## config.mk

```make
export PLATFORM = sky130hd
export DESIGN_NAME = cskda_core
export DESIGN_NICKNAME = d
export VERILOG_FILES = /design/src/cskda_pkg.sv /design/src/cskda_core.sv
export VERILOG_INCLUDE_DIRS = /design/src
export SDC_FILE = /design/constraint.sdc
export NUM_CORES = 1
export LEC_CHECK = 0
export ABC_AREA = 0
export BUFFER_PORTS_ARGS = -buffer_cell sky130_fd_sc_hd__buf_2
export CORE_ASPECT_RATIO = 0.7
export CORE_MARGIN = 8
export CORE_UTILIZATION = 46
export CTS_BUF_LIST = sky130_fd_sc_hd__clkbuf_8
export DETAILED_ROUTE_END_ITERATION = 8
export GPL_TIMING_DRIVEN = 0
export PLACE_DENSITY = 0.79
export REMOVE_ABC_BUFFERS = 1
export SYNTH_ARGS = -nofsm -noshare
export SYNTH_HDL_FRONTEND = slang
export SYNTH_SLANG_ARGS = --single-unit
```

## constraint.sdc

```tcl
create_clock -name ref_clk_in -period 3.1 [get_ports ref_clk_in]
set_input_delay 0.62 -clock ref_clk_in [delete_from_list [all_inputs] [get_ports ref_clk_in]]
set_output_delay 0.62 -clock ref_clk_in [all_outputs]
set_load 0.05 [all_outputs]
```

## src/cskda_defs.svh

```systemverilog
// Offsets, field positions, reset values and timing counts of the compare/skip/adjust unit
`ifndef CSKDA_DEFS_SVH
`define CSKDA_DEFS_SVH
`define CSKDA_CLK_NS      10
`define CSKDA_QCYC_NS     40
`define CSKDA_QPH         (`CSKDA_QCYC_NS / `CSKDA_CLK_NS)
`define CSKDA_OFS_CTRL    5'h00
`define CSKDA_OFS_BANK    5'h04
`define CSKDA_OFS_ACC     5'h08
`define CSKDA_OFS_FLAGS   5'h0C
`define CSKDA_OFS_STATE   5'h10
`define CSKDA_CTRL_EXT    0
`define CSKDA_FLG_C       0
`define CSKDA_FLG_HC      1
`define CSKDA_ENC_CLT     7'h30
`define CSKDA_ENC_CEQ     7'h31
`define CSKDA_ENC_CGT     7'h32
`define CSKDA_ENC_DADJ    16'h0007
`define CSKDA_ILO_LIMIT   8'h5F
`define CSKDA_BCD_MAX     4'h9
`define CSKDA_BCD_ADJ     4'h6
`define CSKDA_RST_ACC     8'h00
`define CSKDA_RST_BANK    4'h0
`endif

```

## src/cskda_pkg.sv

```systemverilog
// Types shared by the compare/skip/adjust unit
package cskda_pkg;
    typedef enum logic [1:0] {
        ST_IDLE  = 2'h0,
        ST_EXEC  = 2'h1,
        ST_SKIP1 = 2'h3,
        ST_SKIP2 = 2'h2
    } cskda_state_e;
    typedef enum logic [2:0] {
        OP_NONE, OP_CLT, OP_CEQ, OP_CGT, OP_DADJ
    } cskda_op_e;
    typedef struct packed {
        logic        valid;
        logic        next_two_word;
        logic [15:0] word;
    } cskda_instr_s;
    typedef struct packed {
        logic        rd;
        logic [11:0] addr;
    } cskda_mem_s;
endpackage : cskda_pkg

```

## src/cskda_core.sv

```systemverilog
// Compare-and-skip and decimal adjust execution unit with Avalon-MM registers
`include "cskda_defs.svh"

// Operation
// RQ1: Word with upper byte 0110010a decodes as compare_greater_skip, low byte the address.
// RQ2: Word with upper byte 0110000a decodes as compare_less_skip, low byte the address.
// RQ3: compare_greater_skip skips the next instruction when register exceeds accumulator.
// RQ4: compare_less_skip skips the next instruction when register is below accumulator.
// RQ5: Compare-skip takes one cycle, two on a skip, three when skipping a two-word one.
// RQ6: First cycle decodes, reads in phase two, processes, writes nothing; skip cycles idle.
// RQ7: Compare-skip leaves every status flag untouched.
// RQ8: Bank bit clear selects the access bank, set uses the bank_select_pointer.
// RQ9: Extended set, bank bit clear and address up to 95 use indexed literal offset.
// RQ10: Decimal adjust adds 6 to the low nibble when above 9 or half_carry_flag set.
// RQ11: Decimal adjust adds 6 to the high nibble and sets carry when above 9 or carry set.
// RQ12: Decimal adjust is one cycle: read phase two, process phase three, write phase four.
// RQ13: Word with upper byte 0110001a decodes as compare_equal_skip, low byte the address.
// RQ14: compare_equal_skip skips the next instruction when register equals accumulator.
module cskda_core #(
    parameter logic [7:0] ACCESS_SPLIT = 8'h80
) (
    input  wire logic                ref_clk_in,
    input  wire logic                rst_in,
    input  wire logic [4:0]          avs_address_in,
    input  wire logic                avs_read_in,
    input  wire logic                avs_write_in,
    input  wire logic [31:0]         avs_writedata_in,
    output logic      [31:0]         avs_readdata_out,
    output logic                     avs_waitrequest_out,
    input  wire cskda_pkg::cskda_instr_s instr_in,
    output logic                     instr_ready_out,
    output logic                     flush_out,
    output cskda_pkg::cskda_mem_s    mem_req_out,
    input  wire logic [7:0]          mem_rdata_in,
    input  wire logic [11:0]         index_base_in,
    output logic      [7:0]          accumulator_out
);
    import cskda_pkg::*;

    localparam logic [1:0] Q_LAST = 2'(`CSKDA_QPH - 1);

    cskda_state_e state_r, state_nxt;
    cskda_op_e    op_r, op_nxt;
    logic [1:0]   q_r, q_nxt;
    logic         bank_bit_r, bank_bit_nxt;
    logic [7:0]   faddr_r, faddr_nxt;
    logic [7:0]   data_r, data_nxt;
    logic         two_r, two_nxt;
    logic         skip_r, skip_nxt;
    logic [7:0]   acc_r, acc_nxt;
    logic         c_r, c_nxt;
    logic         hc_r, hc_nxt;
    logic         ext_r, ext_nxt;
    logic [3:0]   bank_r, bank_nxt;
    logic         ack_r, ack_nxt;
    logic [31:0]  rdata_r, rdata_nxt;

    logic         take;
    logic         bus_req;
    logic         bus_wr;
    logic [8:0]   adj_lo;
    logic [8:0]   adj_hi;
    logic         lo_fix;
    logic         hi_fix;
    logic         hit;
    cskda_op_e    dec_op;

    function automatic cskda_op_e decode(input logic [15:0] w);
        cskda_op_e o;
        o = OP_NONE;
        case (w[15:9])
            `CSKDA_ENC_CGT: o = OP_CGT; // RQ1
            `CSKDA_ENC_CLT: o = OP_CLT; // RQ2
            `CSKDA_ENC_CEQ: o = OP_CEQ; // RQ13
            default: begin
                if (w == `CSKDA_ENC_DADJ) begin
                    o = OP_DADJ;
                end
            end
        endcase
        return o;
    endfunction : decode

    // New work is only taken at the start of an instruction cycle
    assign instr_ready_out = (state_r == ST_IDLE) && (q_r == 2'h0);
    assign dec_op          = decode(instr_in.word);
    assign take            = instr_ready_out && instr_in.valid && (dec_op != OP_NONE);
    assign flush_out       = (state_r == ST_SKIP1) || (state_r == ST_SKIP2);
    assign accumulator_out = acc_r;
    assign bus_req         = avs_read_in || avs_write_in;
    assign bus_wr          = avs_write_in && ack_r;
    assign avs_waitrequest_out = bus_req && !ack_r;
    assign avs_readdata_out    = rdata_r;

    always_comb begin
        mem_req_out.rd   = (state_r == ST_EXEC) && (q_r == 2'h1)
                           && (op_r != OP_DADJ); // RQ6
        mem_req_out.addr = {bank_r, faddr_r}; // RQ8
        if (!bank_bit_r && ext_r && (faddr_r <= `CSKDA_ILO_LIMIT)) begin
            mem_req_out.addr = 12'(index_base_in + {4'h0, faddr_r}); // RQ9
        end else if (!bank_bit_r) begin
            mem_req_out.addr = (faddr_r < ACCESS_SPLIT) ? {4'h0, faddr_r}
                                                        : {4'hF, faddr_r}; // RQ8
        end
    end

    // Half-carry out of the low fix must reach the high nibble
    always_comb begin
        lo_fix = (acc_r[3:0] > `CSKDA_BCD_MAX) || hc_r; // RQ10
        adj_lo = {1'b0, acc_r} + (lo_fix ? {5'h0, `CSKDA_BCD_ADJ} : 9'h000);
        hi_fix = (adj_lo[7:4] > `CSKDA_BCD_MAX) || c_r || adj_lo[8]; // RQ11
        adj_hi = {1'b0, adj_lo[7:0]} + (hi_fix ? {1'b0, `CSKDA_BCD_ADJ, 4'h0} : 9'h000);
    end

    always_comb begin
        case (op_r)
            OP_CGT: hit = data_r > acc_r; // RQ3
            OP_CLT: hit = data_r < acc_r; // RQ4
            OP_CEQ: hit = data_r == acc_r; // RQ14
            default: hit = 1'b0;
        endcase
    end

    always_comb begin
        state_nxt    = state_r;
        op_nxt       = op_r;
        q_nxt        = (q_r == Q_LAST) ? 2'h0 : 2'(q_r + 2'h1);
        bank_bit_nxt = bank_bit_r;
        faddr_nxt    = faddr_r;
        data_nxt     = data_r;
        two_nxt      = two_r;
        skip_nxt     = skip_r;
        acc_nxt      = acc_r;
        c_nxt        = c_r;
        hc_nxt       = hc_r;
        case (state_r)
            ST_IDLE: begin
                if (take) begin
                    state_nxt    = ST_EXEC;
                    op_nxt       = dec_op;
                    bank_bit_nxt = instr_in.word[8];
                    faddr_nxt    = instr_in.word[7:0];
                    two_nxt      = instr_in.next_two_word;
                end
            end
            ST_EXEC: begin
                if (q_r == 2'h1) begin
                    data_nxt = (op_r == OP_DADJ) ? acc_r : mem_rdata_in; // RQ12
                end
                if (q_r == 2'h2) begin
                    skip_nxt = hit; // RQ6
                end
                if (q_r == Q_LAST) begin
                    if (op_r == OP_DADJ) begin // RQ7
                        acc_nxt = adj_hi[7:0]; // RQ12
                        c_nxt   = hi_fix; // RQ11
                    end
                    state_nxt = skip_r ? ST_SKIP1 : ST_IDLE; // RQ5
                end
            end
            ST_SKIP1: begin
                if (q_r == Q_LAST) begin
                    state_nxt = two_r ? ST_SKIP2 : ST_IDLE; // RQ5
                end
            end
            ST_SKIP2: begin
                if (q_r == Q_LAST) begin
                    state_nxt = ST_IDLE; // RQ5
                end
            end
            default: state_nxt = ST_IDLE;
        endcase
        // Accumulator and flag writes yield to an adjust result landing in the same cycle
        if (bus_wr && !(state_r == ST_EXEC && q_r == Q_LAST && op_r == OP_DADJ)) begin
            if (avs_address_in == `CSKDA_OFS_ACC) begin
                acc_nxt = avs_writedata_in[7:0];
            end
            if (avs_address_in == `CSKDA_OFS_FLAGS) begin
                c_nxt  = avs_writedata_in[`CSKDA_FLG_C];
                hc_nxt = avs_writedata_in[`CSKDA_FLG_HC];
            end
        end
    end

    always_comb begin
        ack_nxt   = bus_req && !ack_r;
        rdata_nxt = rdata_r;
        ext_nxt   = ext_r;
        bank_nxt  = bank_r;
        if (ack_nxt) begin
            case (avs_address_in)
                `CSKDA_OFS_CTRL:  rdata_nxt = {31'h0, ext_r};
                `CSKDA_OFS_BANK:  rdata_nxt = {28'h0, bank_r};
                `CSKDA_OFS_ACC:   rdata_nxt = {24'h0, acc_r};
                `CSKDA_OFS_FLAGS: rdata_nxt = {30'h0, hc_r, c_r};
                `CSKDA_OFS_STATE: rdata_nxt = {25'h0, skip_r, op_r, state_r, 1'b0};
                default:          rdata_nxt = 32'h0;
            endcase
        end
        if (bus_wr && avs_address_in == `CSKDA_OFS_CTRL) begin
            ext_nxt = avs_writedata_in[`CSKDA_CTRL_EXT];
        end
        if (bus_wr && avs_address_in == `CSKDA_OFS_BANK) begin
            bank_nxt = avs_writedata_in[3:0];
        end
    end

    always_ff @(posedge ref_clk_in or posedge rst_in) begin
        if (rst_in) begin
            state_r    <= ST_IDLE;
            op_r       <= OP_NONE;
            q_r        <= 2'h0;
            bank_bit_r <= 1'b0;
            faddr_r    <= 8'h00;
            data_r     <= 8'h00;
            two_r      <= 1'b0;
            skip_r     <= 1'b0;
            acc_r      <= `CSKDA_RST_ACC;
            c_r        <= 1'b0;
            hc_r       <= 1'b0;
            ext_r      <= 1'b0;
            bank_r     <= `CSKDA_RST_BANK;
            ack_r      <= 1'b0;
            rdata_r    <= 32'h0;
        end else begin
            state_r    <= state_nxt;
            op_r       <= op_nxt;
            q_r        <= q_nxt;
            bank_bit_r <= bank_bit_nxt;
            faddr_r    <= faddr_nxt;
            data_r     <= data_nxt;
            two_r      <= two_nxt;
            skip_r     <= skip_nxt;
            acc_r      <= acc_nxt;
            c_r        <= c_nxt;
            hc_r       <= hc_nxt;
            ext_r      <= ext_nxt;
            bank_r     <= bank_nxt;
            ack_r      <= ack_nxt;
            rdata_r    <= rdata_nxt;
        end
    end

    logic is_cmp;
    assign is_cmp = (op_r == OP_CGT) || (op_r == OP_CLT) || (op_r == OP_CEQ);
endmodule : cskda_core

```

# Yosys cells after proc, flatten, opt, wreduce, memory -nomap -nowiden
# Index checks and enable logic that the tools add are counted.
# W data, S select, Z words.
op_classes:
  addsub: 4
  magnitude_cmp: 6
  eq_ne: 24
  n_mux: 28
  n_reduce_logical: 31
op_table:
  columns: ["operator", "n"]
  rows:
  - ["$mux W8", 6]
  - ["$pmux W8 S5", 1]
  - ["$mux W12", 3]
  - ["$eq A7 B6 Y1 const B", 3]
  - ["$eq A16 B3 Y1 const B", 1]
  - ["$logic_and A1 B1 Y1", 14]
  - ["$mux W2", 7]
  - ["$add A12 B8 Y12", 1]
  - ["$eq A5 B4 Y1 const B", 2]
  - ["$add A8 B3 Y9", 1]
  - ["$pmux W3 S3", 1]
  - ["$add A8 B7 Y8", 1]
  - ["$eq A2 B2 Y1 const B", 4]
  - ["$eq A8 B8 Y1", 1]
  - ["$gt A4 B4 Y1 const B", 2]
  - ["$gt A8 B8 Y1", 1]
  - ["$le A8 B7 Y1 const B", 1]
  - ["$lt A8 B8 Y1", 1]
  - ["$lt A8 B8 Y1 const B", 1]
  - ["$pmux W2 S4", 1]
  - ["$reduce_and A2 Y1", 4]
  - ["$mux W7", 1]
  - ["$eq A3 B2 Y1 const B", 2]
  - ["$mux W3", 2]
  - ["17 further kinds", 31]
totals:
  register_bits: 74
  output_inout_bits: 56

# Depth between registers and ports, before layout
# Gate-level depths: netlist (run 1).
depth:
  word_depth: 14
  mapped_depth: 14
  depth_no_buf: 13

# Worst setup path before layout (run 1)
# OpenSTA, ideal clock, no wires.
synth_timing:
  path_kind: "reg-to-reg"
  from: "register acc_r[2], in the netlist accumulator_out[2]"
  to: "register acc_r[7], in the netlist accumulator_out[7]"
  setup_ps: 91
  t_arrival_ps: 3495
  required_ps: 3009
  path_slack_ps: -486
  stages_incl_launch_ff: 15
  path_buffers: 1
  cell_sequence: "dfrtp_1 -> o21ai_0 -> nand2b_1 -> ha_1 -> fa_1 -> and3_1 -> clkbuf_1 -> o21ai_0 -> nand2b_1 -> a221o_1 -> ha_1 -> fa_1 -> xnor2_1 -> or3_1 -> o221ai_1"
synth_between:
  elab_chain_cells: 14
synth_lines:
  columns: ["element", "line", "text"]
  rows:
  - ["from (decl)", "cskda_core.sv:50", "logic [7:0] acc_r, acc_nxt;"]
  - ["from (signal assigned)", "cskda_core.sv:218", "acc_r <= `CSKDA_RST_ACC;"]
  - ["from (signal assigned)", "cskda_core.sv:234", "acc_r <= acc_nxt;"]
  - ["$gt A4 B4 Y1 (no source line)", null, null]
  - ["$logic_or A1 B1 Y1", "cskda_core.sv:109", "lo_fix = (acc_r[3:0] > `CSKDA_BCD_MAX) || hc_r;"]
  - ["$mux W3", "cskda_core.sv:110", "adj_lo = {1'b0, acc_r} + (lo_fix ? {5'h0, `CSKDA_BCD_ADJ} : 9'h000);"]
  - ["$add A8 B3 Y9 (*)", "cskda_core.sv:110", null]
  - ["$gt A4 B4 Y1 (no source line)", null, null]
  - ["$logic_or A1 B1 Y1 (2 in series)", "cskda_core.sv:111", "hi_fix = (adj_lo[7:4] > `CSKDA_BCD_MAX) || c_r || adj_lo[8];"]
  - ["$mux W7", "cskda_core.sv:112", "adj_hi = {1'b0, adj_lo[7:0]} + (hi_fix ? {1'b0, `CSKDA_BCD_ADJ, 4'h0} : 9'h000);"]
  - ["$add A8 B7 Y8 (*)", "cskda_core.sv:112", null]
  - ["$mux W8 (*)", "cskda_core.sv:154", "if (op_r == OP_DADJ) begin"]
  - ["$mux W8 (*)", "cskda_core.sv:153", "if (q_r == Q_LAST) begin"]
  - ["$mux W8 (*)", "cskda_core.sv:136", "case (state_r)"]
  - ["$mux W8", "cskda_core.sv:175", "if (avs_address_in == `CSKDA_OFS_ACC) begin"]
  - ["$mux W8 (*)", "cskda_core.sv:174", "if (bus_wr && !(state_r == ST_EXEC && q_r == Q_LAST && op_r == OP_DADJ)) begin"]
  - ["via acc_nxt[7]", "cskda_core.sv:50", null]
# Mark *: on every way through the listed nets, which the timed path passes. The rest lies on a longest branch.
# A chain may end at the register's enable or synchronous reset.

# Worst setup path in the final report (run 1)
# Same ends and word-level chain as after synthesis.

==> metrics.txt, run 1 <==
outcome finished, final reports clean; CTS tree done; drt via density ~5.5; diode count 0; Clk pwr share about a fifth; Longest Clk Path Bufs 2; hold_ws between 0.3 and 0.4 ns; Avg Inst Size Synth 9.16 µm²; Post-Synthesis Cells 390; maximum fanout along the worst path 5; Yosys cell types 58; post-detailed-route DRC marker count 0; switching part of the total 40.1%; height of the chip between 80 and 90 µm; top cells by area, synth dfrtp_1, ha_1, buf_4, nand2_1, o21ai_0; Internal 1130 µW; cts hold-fix bufs 0; Post-synth ARST share 100%; Post-DRT Antenna Nets 0; PnR Total Power approximately 1900 µW; FF+latch count, synth 50; Hold WC Path Type primary input to asynchronous set/reset pin; Root Driver clkbuf_8; worst clock skew 0.0177 ns; initial antenna violation count 0; fillers 705; Ys Warns 0; via total after detailed routing about 3200; vias in the first global route 3151; fin crit share around 100%; pre-CTS setup slack -0.407 ns; total of max-cap violations 0; CP Capture Type register; final worst slack between 0.01 and 0.015 ns; Synth area leader dfrtp_1; grt ovf 0; Achievable Freq 324 MHz; most frequent cells in the layout buf_2, nand2_1, dfrtp_1; worst path required time 3.31 ns; Rel. slew slack 41.3%; Fin. Hold Viols 0; kind of critical path register to register; critical path startpoint accumulator_out[2]$_DFF_PP0_; clock latency on the worst-skew pair just over 0.3 ns; final setup fails 0; Comb power frac just under 40%; number of flops mapped to enable cells by yosys 0; top-area cell type share of the netlist area 35.0%; layout cell share with drive strength beyond 1 29.0%; Initial Util between 40 and 50%; Psw 755 µW; Worst setup SP type register; synthesized area 3570 µm²; pin count of the biggest net entering global routing 32; RD Place Congestion 0.895; Slew @ Worst Pin 0.880 ns; post-route minimum period about 3.1 ns; CORE AREA about 7700 µm²; multi-input logic area approximately 2100 µm²; sequential share of the synthesized area 35.0%; Reg area 1250 µm²; main flop type after synthesis dfrtp_1; row count 27; Worst Path Arrival 3.30 ns; clock sinks 50; Max Transition Viols Final 0; Total Wirelength 9620 µm; DRT Pass-1 Iters 6; Wirelength per Cell 16.6 µm; RR Startpoint accumulator_out[2]$_DFF_PP0_; Die Wd approximately 120 µm; Worst IR Drop VDD 0.000219 V; # IOs 135; part of the power in registers 40.4%; total CTS buffers 5; first-pass GRT wire length between 15000 and 20000 µm; RSZ-0062 raised after global routing true; Worst-path clk slew approximately 0.10 ns; fin nets 584; Power Density ~450 nW/µm²; most common cell after layout, fill and taps aside buf_2; Overall Global Routing Usage 17.3%; Syn-to-layout area delta 17.4%; LEAKAGE approximately 0.0021 µW; drt initial violations 190; htree depth 2; Final HPWL DP 7600 µm; # port buffers 86; die area roughly 11000 µm²
[per-stage QoR]
step           instances  instance area, µm²  utilization, %  TNS, ns
6_report             580                4200            54.5        0
5_1_grt              580                4200            54.5   -0.141
4_1_cts              580                4160            54.0        0
3_5_place_dp         567                4020            52.2   -0.569
3_3_place_gp         565                3980            51.7    -3.38
2_1_floorplan        378                3420               -    -1.36
[timing repair]
action / in CTS / in global routing
setup buffers: 6 / 0
resized for setup: 8 / 11
endpoints found under the setup margin: 2 / 6
pin swaps: 2 / 0
[Yosys cell counts, types with 2 or more instances]
library cell / count
nand4b_1: 2
nand3_1: 14
mux2_4: 9
nand2_1: 50
o21ai_0: 34
nand4_1: 6
nor4_1: 4
inv_1: 21
mux2_1: 3
nand2b_1: 3
mux2i_1: 9
nor3b_1: 2
a211o_1: 2
a21o_1: 3
nor3_1: 6
xor2_1: 4
nand3b_1: 3
buf_4: 25
and2_1: 3
mux2_2: 8
and3_1: 6
buf_2: 2
clkbuf_1: 7
xnor2_1: 7
ha_1: 23
a22oi_1: 3
fa_1: 3
dfrtp_1: 50
o211ai_1: 3
a21oi_1: 18
nor2_1: 20
nor2b_1: 6
a221o_1: 2
a31oi_1: 5
[critical path: stages (launching register included)]
cell	delay (ns)
dfrtp_2	0.43
o21ai_2	0.13
nand2b_1	0.11
ha_2	0.21
fa_2	0.35
and3_4	0.18
o21ai_1	0.12
nand2b_1	0.06
a221o_1	0.34
ha_2	0.19
fa_2	0.33
xnor2_1	0.14
or3_1	0.32
o221ai_1	0.08
[logic make-up (layout without fill, tap and decap cells)]
logic type	count (synthesis)	in the layout	share of synthesized area (%)
and+or+nand+nor	135	135	19.5
AOI/OAI and AO/OA	81	81	13.8
buffers and inverters	56	122	8.79
DFF	50	50	35.0
muxes	30	30	10.4
adders and majority gates	26	26	9.73
xor gates and xnor gates	11	11	2.70
other	1	24	0.105
[sequential cells by signal (all words and copies together), names as in the netlist, 2 cells and up]
name / flops
accumulator_out: 8
avs_readdata_out: 8
data_r: 8
faddr_r: 8
bank_r: 4
op_r: 3
q_r: 2
state_r: 2
[final timing paths]
check,to,slack [ns],cells after the start
min,data_r[0]$_DFFE_PP0P_,0.31,2
max,accumulator_out[7]$_DFF_PP0_,0.01,13
min reg2reg,avs_readdata_out[7]$_DFFE_PP0P_,0.48,2
max in group asynchronous,accumulator_out[1]$_DFF_PP0_,2.25,3
min in group ref_clk_in,avs_readdata_out[7]$_DFFE_PP0P_,0.48,2
max reg2reg,accumulator_out[7]$_DFF_PP0_,0.01,13
[power by group through the flow]
stage,clock [µW],sequential (µW),combinational [µW]
detailed placement,0,781,672
global route,409,769,813
floorplan,0,815,459
global placement,0,778,651
finish,371,760,749
CTS,377,759,726
[final cells by class]
type                       count  share of cell area, %
sequential                    50                   29.9
tap                          101                   3.01
multi-input combinational    307                   51.0
inverter                      21                   1.88
clock buffer                   5                   1.64
timing repair buffer          94                   12.3
clock inverter                 2                  0.268
[per-layer routing]
layer	routed length, µm	global-route usage [%]
met2	4280	26.6
met5	0	0
met1	4390	24.2
met3	900	5.00
met4	46	1.74
Note: power is estimated with default switching activity, not from simulation.
==> inputs of run 2 (changes only) <==
--- a/config.mk
+++ b/config.mk
@@ -8,13 +8,15 @@
 export LEC_CHECK = 0
 export ABC_AREA = 0
 export BUFFER_PORTS_ARGS = -buffer_cell sky130_fd_sc_hd__buf_2
+export CELL_PAD_IN_SITES_DETAIL_PLACEMENT = 1
+export CELL_PAD_IN_SITES_GLOBAL_PLACEMENT = 2
 export CORE_ASPECT_RATIO = 0.7
 export CORE_MARGIN = 8
-export CORE_UTILIZATION = 46
+export CORE_UTILIZATION = 27
 export CTS_BUF_LIST = sky130_fd_sc_hd__clkbuf_8
 export DETAILED_ROUTE_END_ITERATION = 8
 export GPL_TIMING_DRIVEN = 0
-export PLACE_DENSITY = 0.79
+export PLACE_DENSITY_LB_ADDON = 0.1
 export REMOVE_ABC_BUFFERS = 1
 export SYNTH_ARGS = -nofsm -noshare
 export SYNTH_HDL_FRONTEND = slang
==> metrics.txt, run 2 (same netlist as run 1, synthesis figures left out) <==
most frequent cells in the layout buf_2, nand2_1, dfrtp_1; maximum fanout along the worst path 3 (-2); Final HPWL DP 9060 µm (+19%); final setup fails 1 (+1); clock sinks 50 (unchanged); # port buffers 86 (unchanged); fillers 1559 (+120%); Root Driver clkbuf_8; Initial Util 27.4% (-19 points); post-route minimum period 3.12 ns (+0.0312 ns); Slew @ Worst Pin 0.859 ns (-0.0207 ns); Achievable Freq 321 MHz (-1.0%); vias in the first global route 3288 (+4.3%); clock latency on the worst-skew pair 0.31 ns (about the same); CTS tree done; hold_ws 0.359 ns (+0.0471 ns); fin crit share 101% (+1.0 points); Syn-to-layout area delta 19.5%; Wirelength per Cell 17.4 µm (+4.9%); Rel. slew slack 42.7% (+1.4 points); cts hold-fix bufs 0 (unchanged); worst path required time 3.32 ns (about the same); Cell Chain, Critical Path o21ai_2 > nand2b_1 > buf_4 > ha_1 > a21o_1 > and4_4 > nand2b_1 > a221o_1 > ha_2 > fa_2 > xnor2_1 > or3_1 > o221ai_1; total of max-cap violations 0 (unchanged); htree depth 2 (unchanged); Worst setup SP type register; CP top delay family adder cells; grt ovf 0 (unchanged); routing usage on met1 19.5% (-4.7 points); Power Density 445 nW/µm² (-0.64%); CP Capture Type register; violated checks negative setup slack; RD Place Congestion 0.774 (-14%); Global Route met3 Usage 3.72% (-1.3 points); outcome finished, violations left; post-detailed-route DRC marker count 0 (unchanged); most frequent CP cell nand2b_1; layout cell share with drive strength beyond 1 29.3% (+0.27 points); Longest Clk Path Bufs 2 (unchanged); drt initial violations 172 (-9.5%); total CTS buffers 5 (unchanged); drt via density 4.81 (-12%); fin nets 583 (-0.17%); Hold WC Path Type primary input to asynchronous set/reset pin; pin count of the biggest net entering global routing 29 (-9.4%); Slowest-stage cell, CP dfrtp_2; Overall Global Routing Usage 12.8% (-4.5 points); height of the chip 112 µm (+25%); via total after detailed routing 3096 (-2.4%); diode count 0 (unchanged); worst clock skew 0.0138 ns (-0.00382 ns); RSZ-0062 raised after global routing true; CP bufs+invs 1 (+1); M2 GR Usage 17.6% (-9.0 points); Worst Path Arrival 3.34 ns (+0.04 ns); DRT Pass-1 Iters 4 (-2); Fin. Hold Viols 0 (unchanged); busiest grt layer met1; Post-DRT Antenna Nets 0 (unchanged); Total Wirelength 11200 µm (+16%); Max Transition Viols Final 0 (unchanged); final worst slack -0.0181 ns (-0.0312 ns); die area 17200 µm² (+58%); Die Wd 154 µm (+26%); max incr delay on CP 0.44 ns (about the same); most common cell after layout, fill and taps aside buf_2; initial antenna violation count 0 (unchanged); pre-CTS setup slack -0.482 ns (-0.0747 ns); # IOs 135 (unchanged); row count 35 (+30%); CORE AREA 13100 µm² (+69%); first-pass GRT wire length 18000 µm (+15%); Worst-path clk slew 0.10 ns (about the same); Worst IR Drop VDD 0.000205 V (-6.4%); LEAKAGE 0.00211 µW (-0.20%); kind of critical path register to register
## run 2: worst reg2reg max path: cells and delay by family (launching register included)
family	cells	cell delay, ns
and+or+nand+nor	4	0.76
xor gates and xnor gates	1	0.15
AOI/OAI and AO/OA	4	0.76
adders and majority gates	3	0.77
buffers and inverters	1	0.15
DFF	1	0.44
## run 2: worst paths after layout
check | end | start | cells past startpoint | slack (ns)
max | accumulator_out[7]$_DFF_PP0_ | accumulator_out[2]$_DFF_PP0_ | 13 | -0.02
min | faddr_r[0]$_DFFE_PP0P_ | rst_in | 2 | 0.36
max reg2reg | accumulator_out[7]$_DFF_PP0_ | accumulator_out[2]$_DFF_PP0_ | 13 | -0.02
min reg2reg | avs_readdata_out[7]$_DFFE_PP0P_ | avs_readdata_out[7]$_DFFE_PP0P_ | 2 | 0.47
max in group asynchronous | accumulator_out[2]$_DFF_PP0_ | rst_in | 3 | 2.17
min in group ref_clk_in | avs_readdata_out[7]$_DFFE_PP0P_ | avs_readdata_out[7]$_DFFE_PP0P_ | 2 | 0.47
## run 2: final cells by class
cell class | count | area (µm²) | area share [%]
clock inverters | 2 | 10.0 | 0.234
flip-flops and latches | 50 | 1250 | 29.4
repair buffers | 93 | 507 | 11.9
well taps | 166 | 208 | 4.87
multi-input cells | 307 | 2140 | 50.2
inverters | 21 | 78.8 | 1.85
clock buffers | 5 | 68.8 | 1.61
## run 2: report_power, final
part,internal [µW],total [µW],switching [µW],leakage (µW)
Clock,153,388,236,0.0000438
Combinational,264,748,484,0.00143
Sequential,703,765,61.7,0.000630
## run 2: through the flow
step / instances / area (µm²) / total power [µW] / utilization (%) / setup TNS (ns)
global placement: 630 / 4060 / 1470 / 31.1 / -7.32
finish: 644 / 4270 / 1900 / 32.7 / -0.0181
floorplan: 378 / 3420 / 1270 / - / -1.36
global route: 644 / 4270 / 2030 / 32.7 / -0.173
detailed placement: 632 / 4100 / 1480 / 31.4 / -0.717
CTS: 644 / 4230 / 1910 / 32.4 / 0
## run 2: what timing repair did
action / in CTS / in global routing
gates resized for setup: 11 / 12
setup endpoints to repair: 2 / 7
pin swaps: 2 / 2
setup buffers: 5 / 0
gates cloned: 0 / 0
## run 2: routing by layer
| layer | share of wire (%) | wire length, µm | vias up |
|---|---|---|---|
| met5 | 0 | 0 | - |
| met4 | 0.33 | 37 | 0 |
| met3 | 6.4 | 722 | 2 |
| met2 | 39 | 4390 | 83 |
| met1 | 54 | 6050 | 1495 |
| li1 | - | - | 1516 |
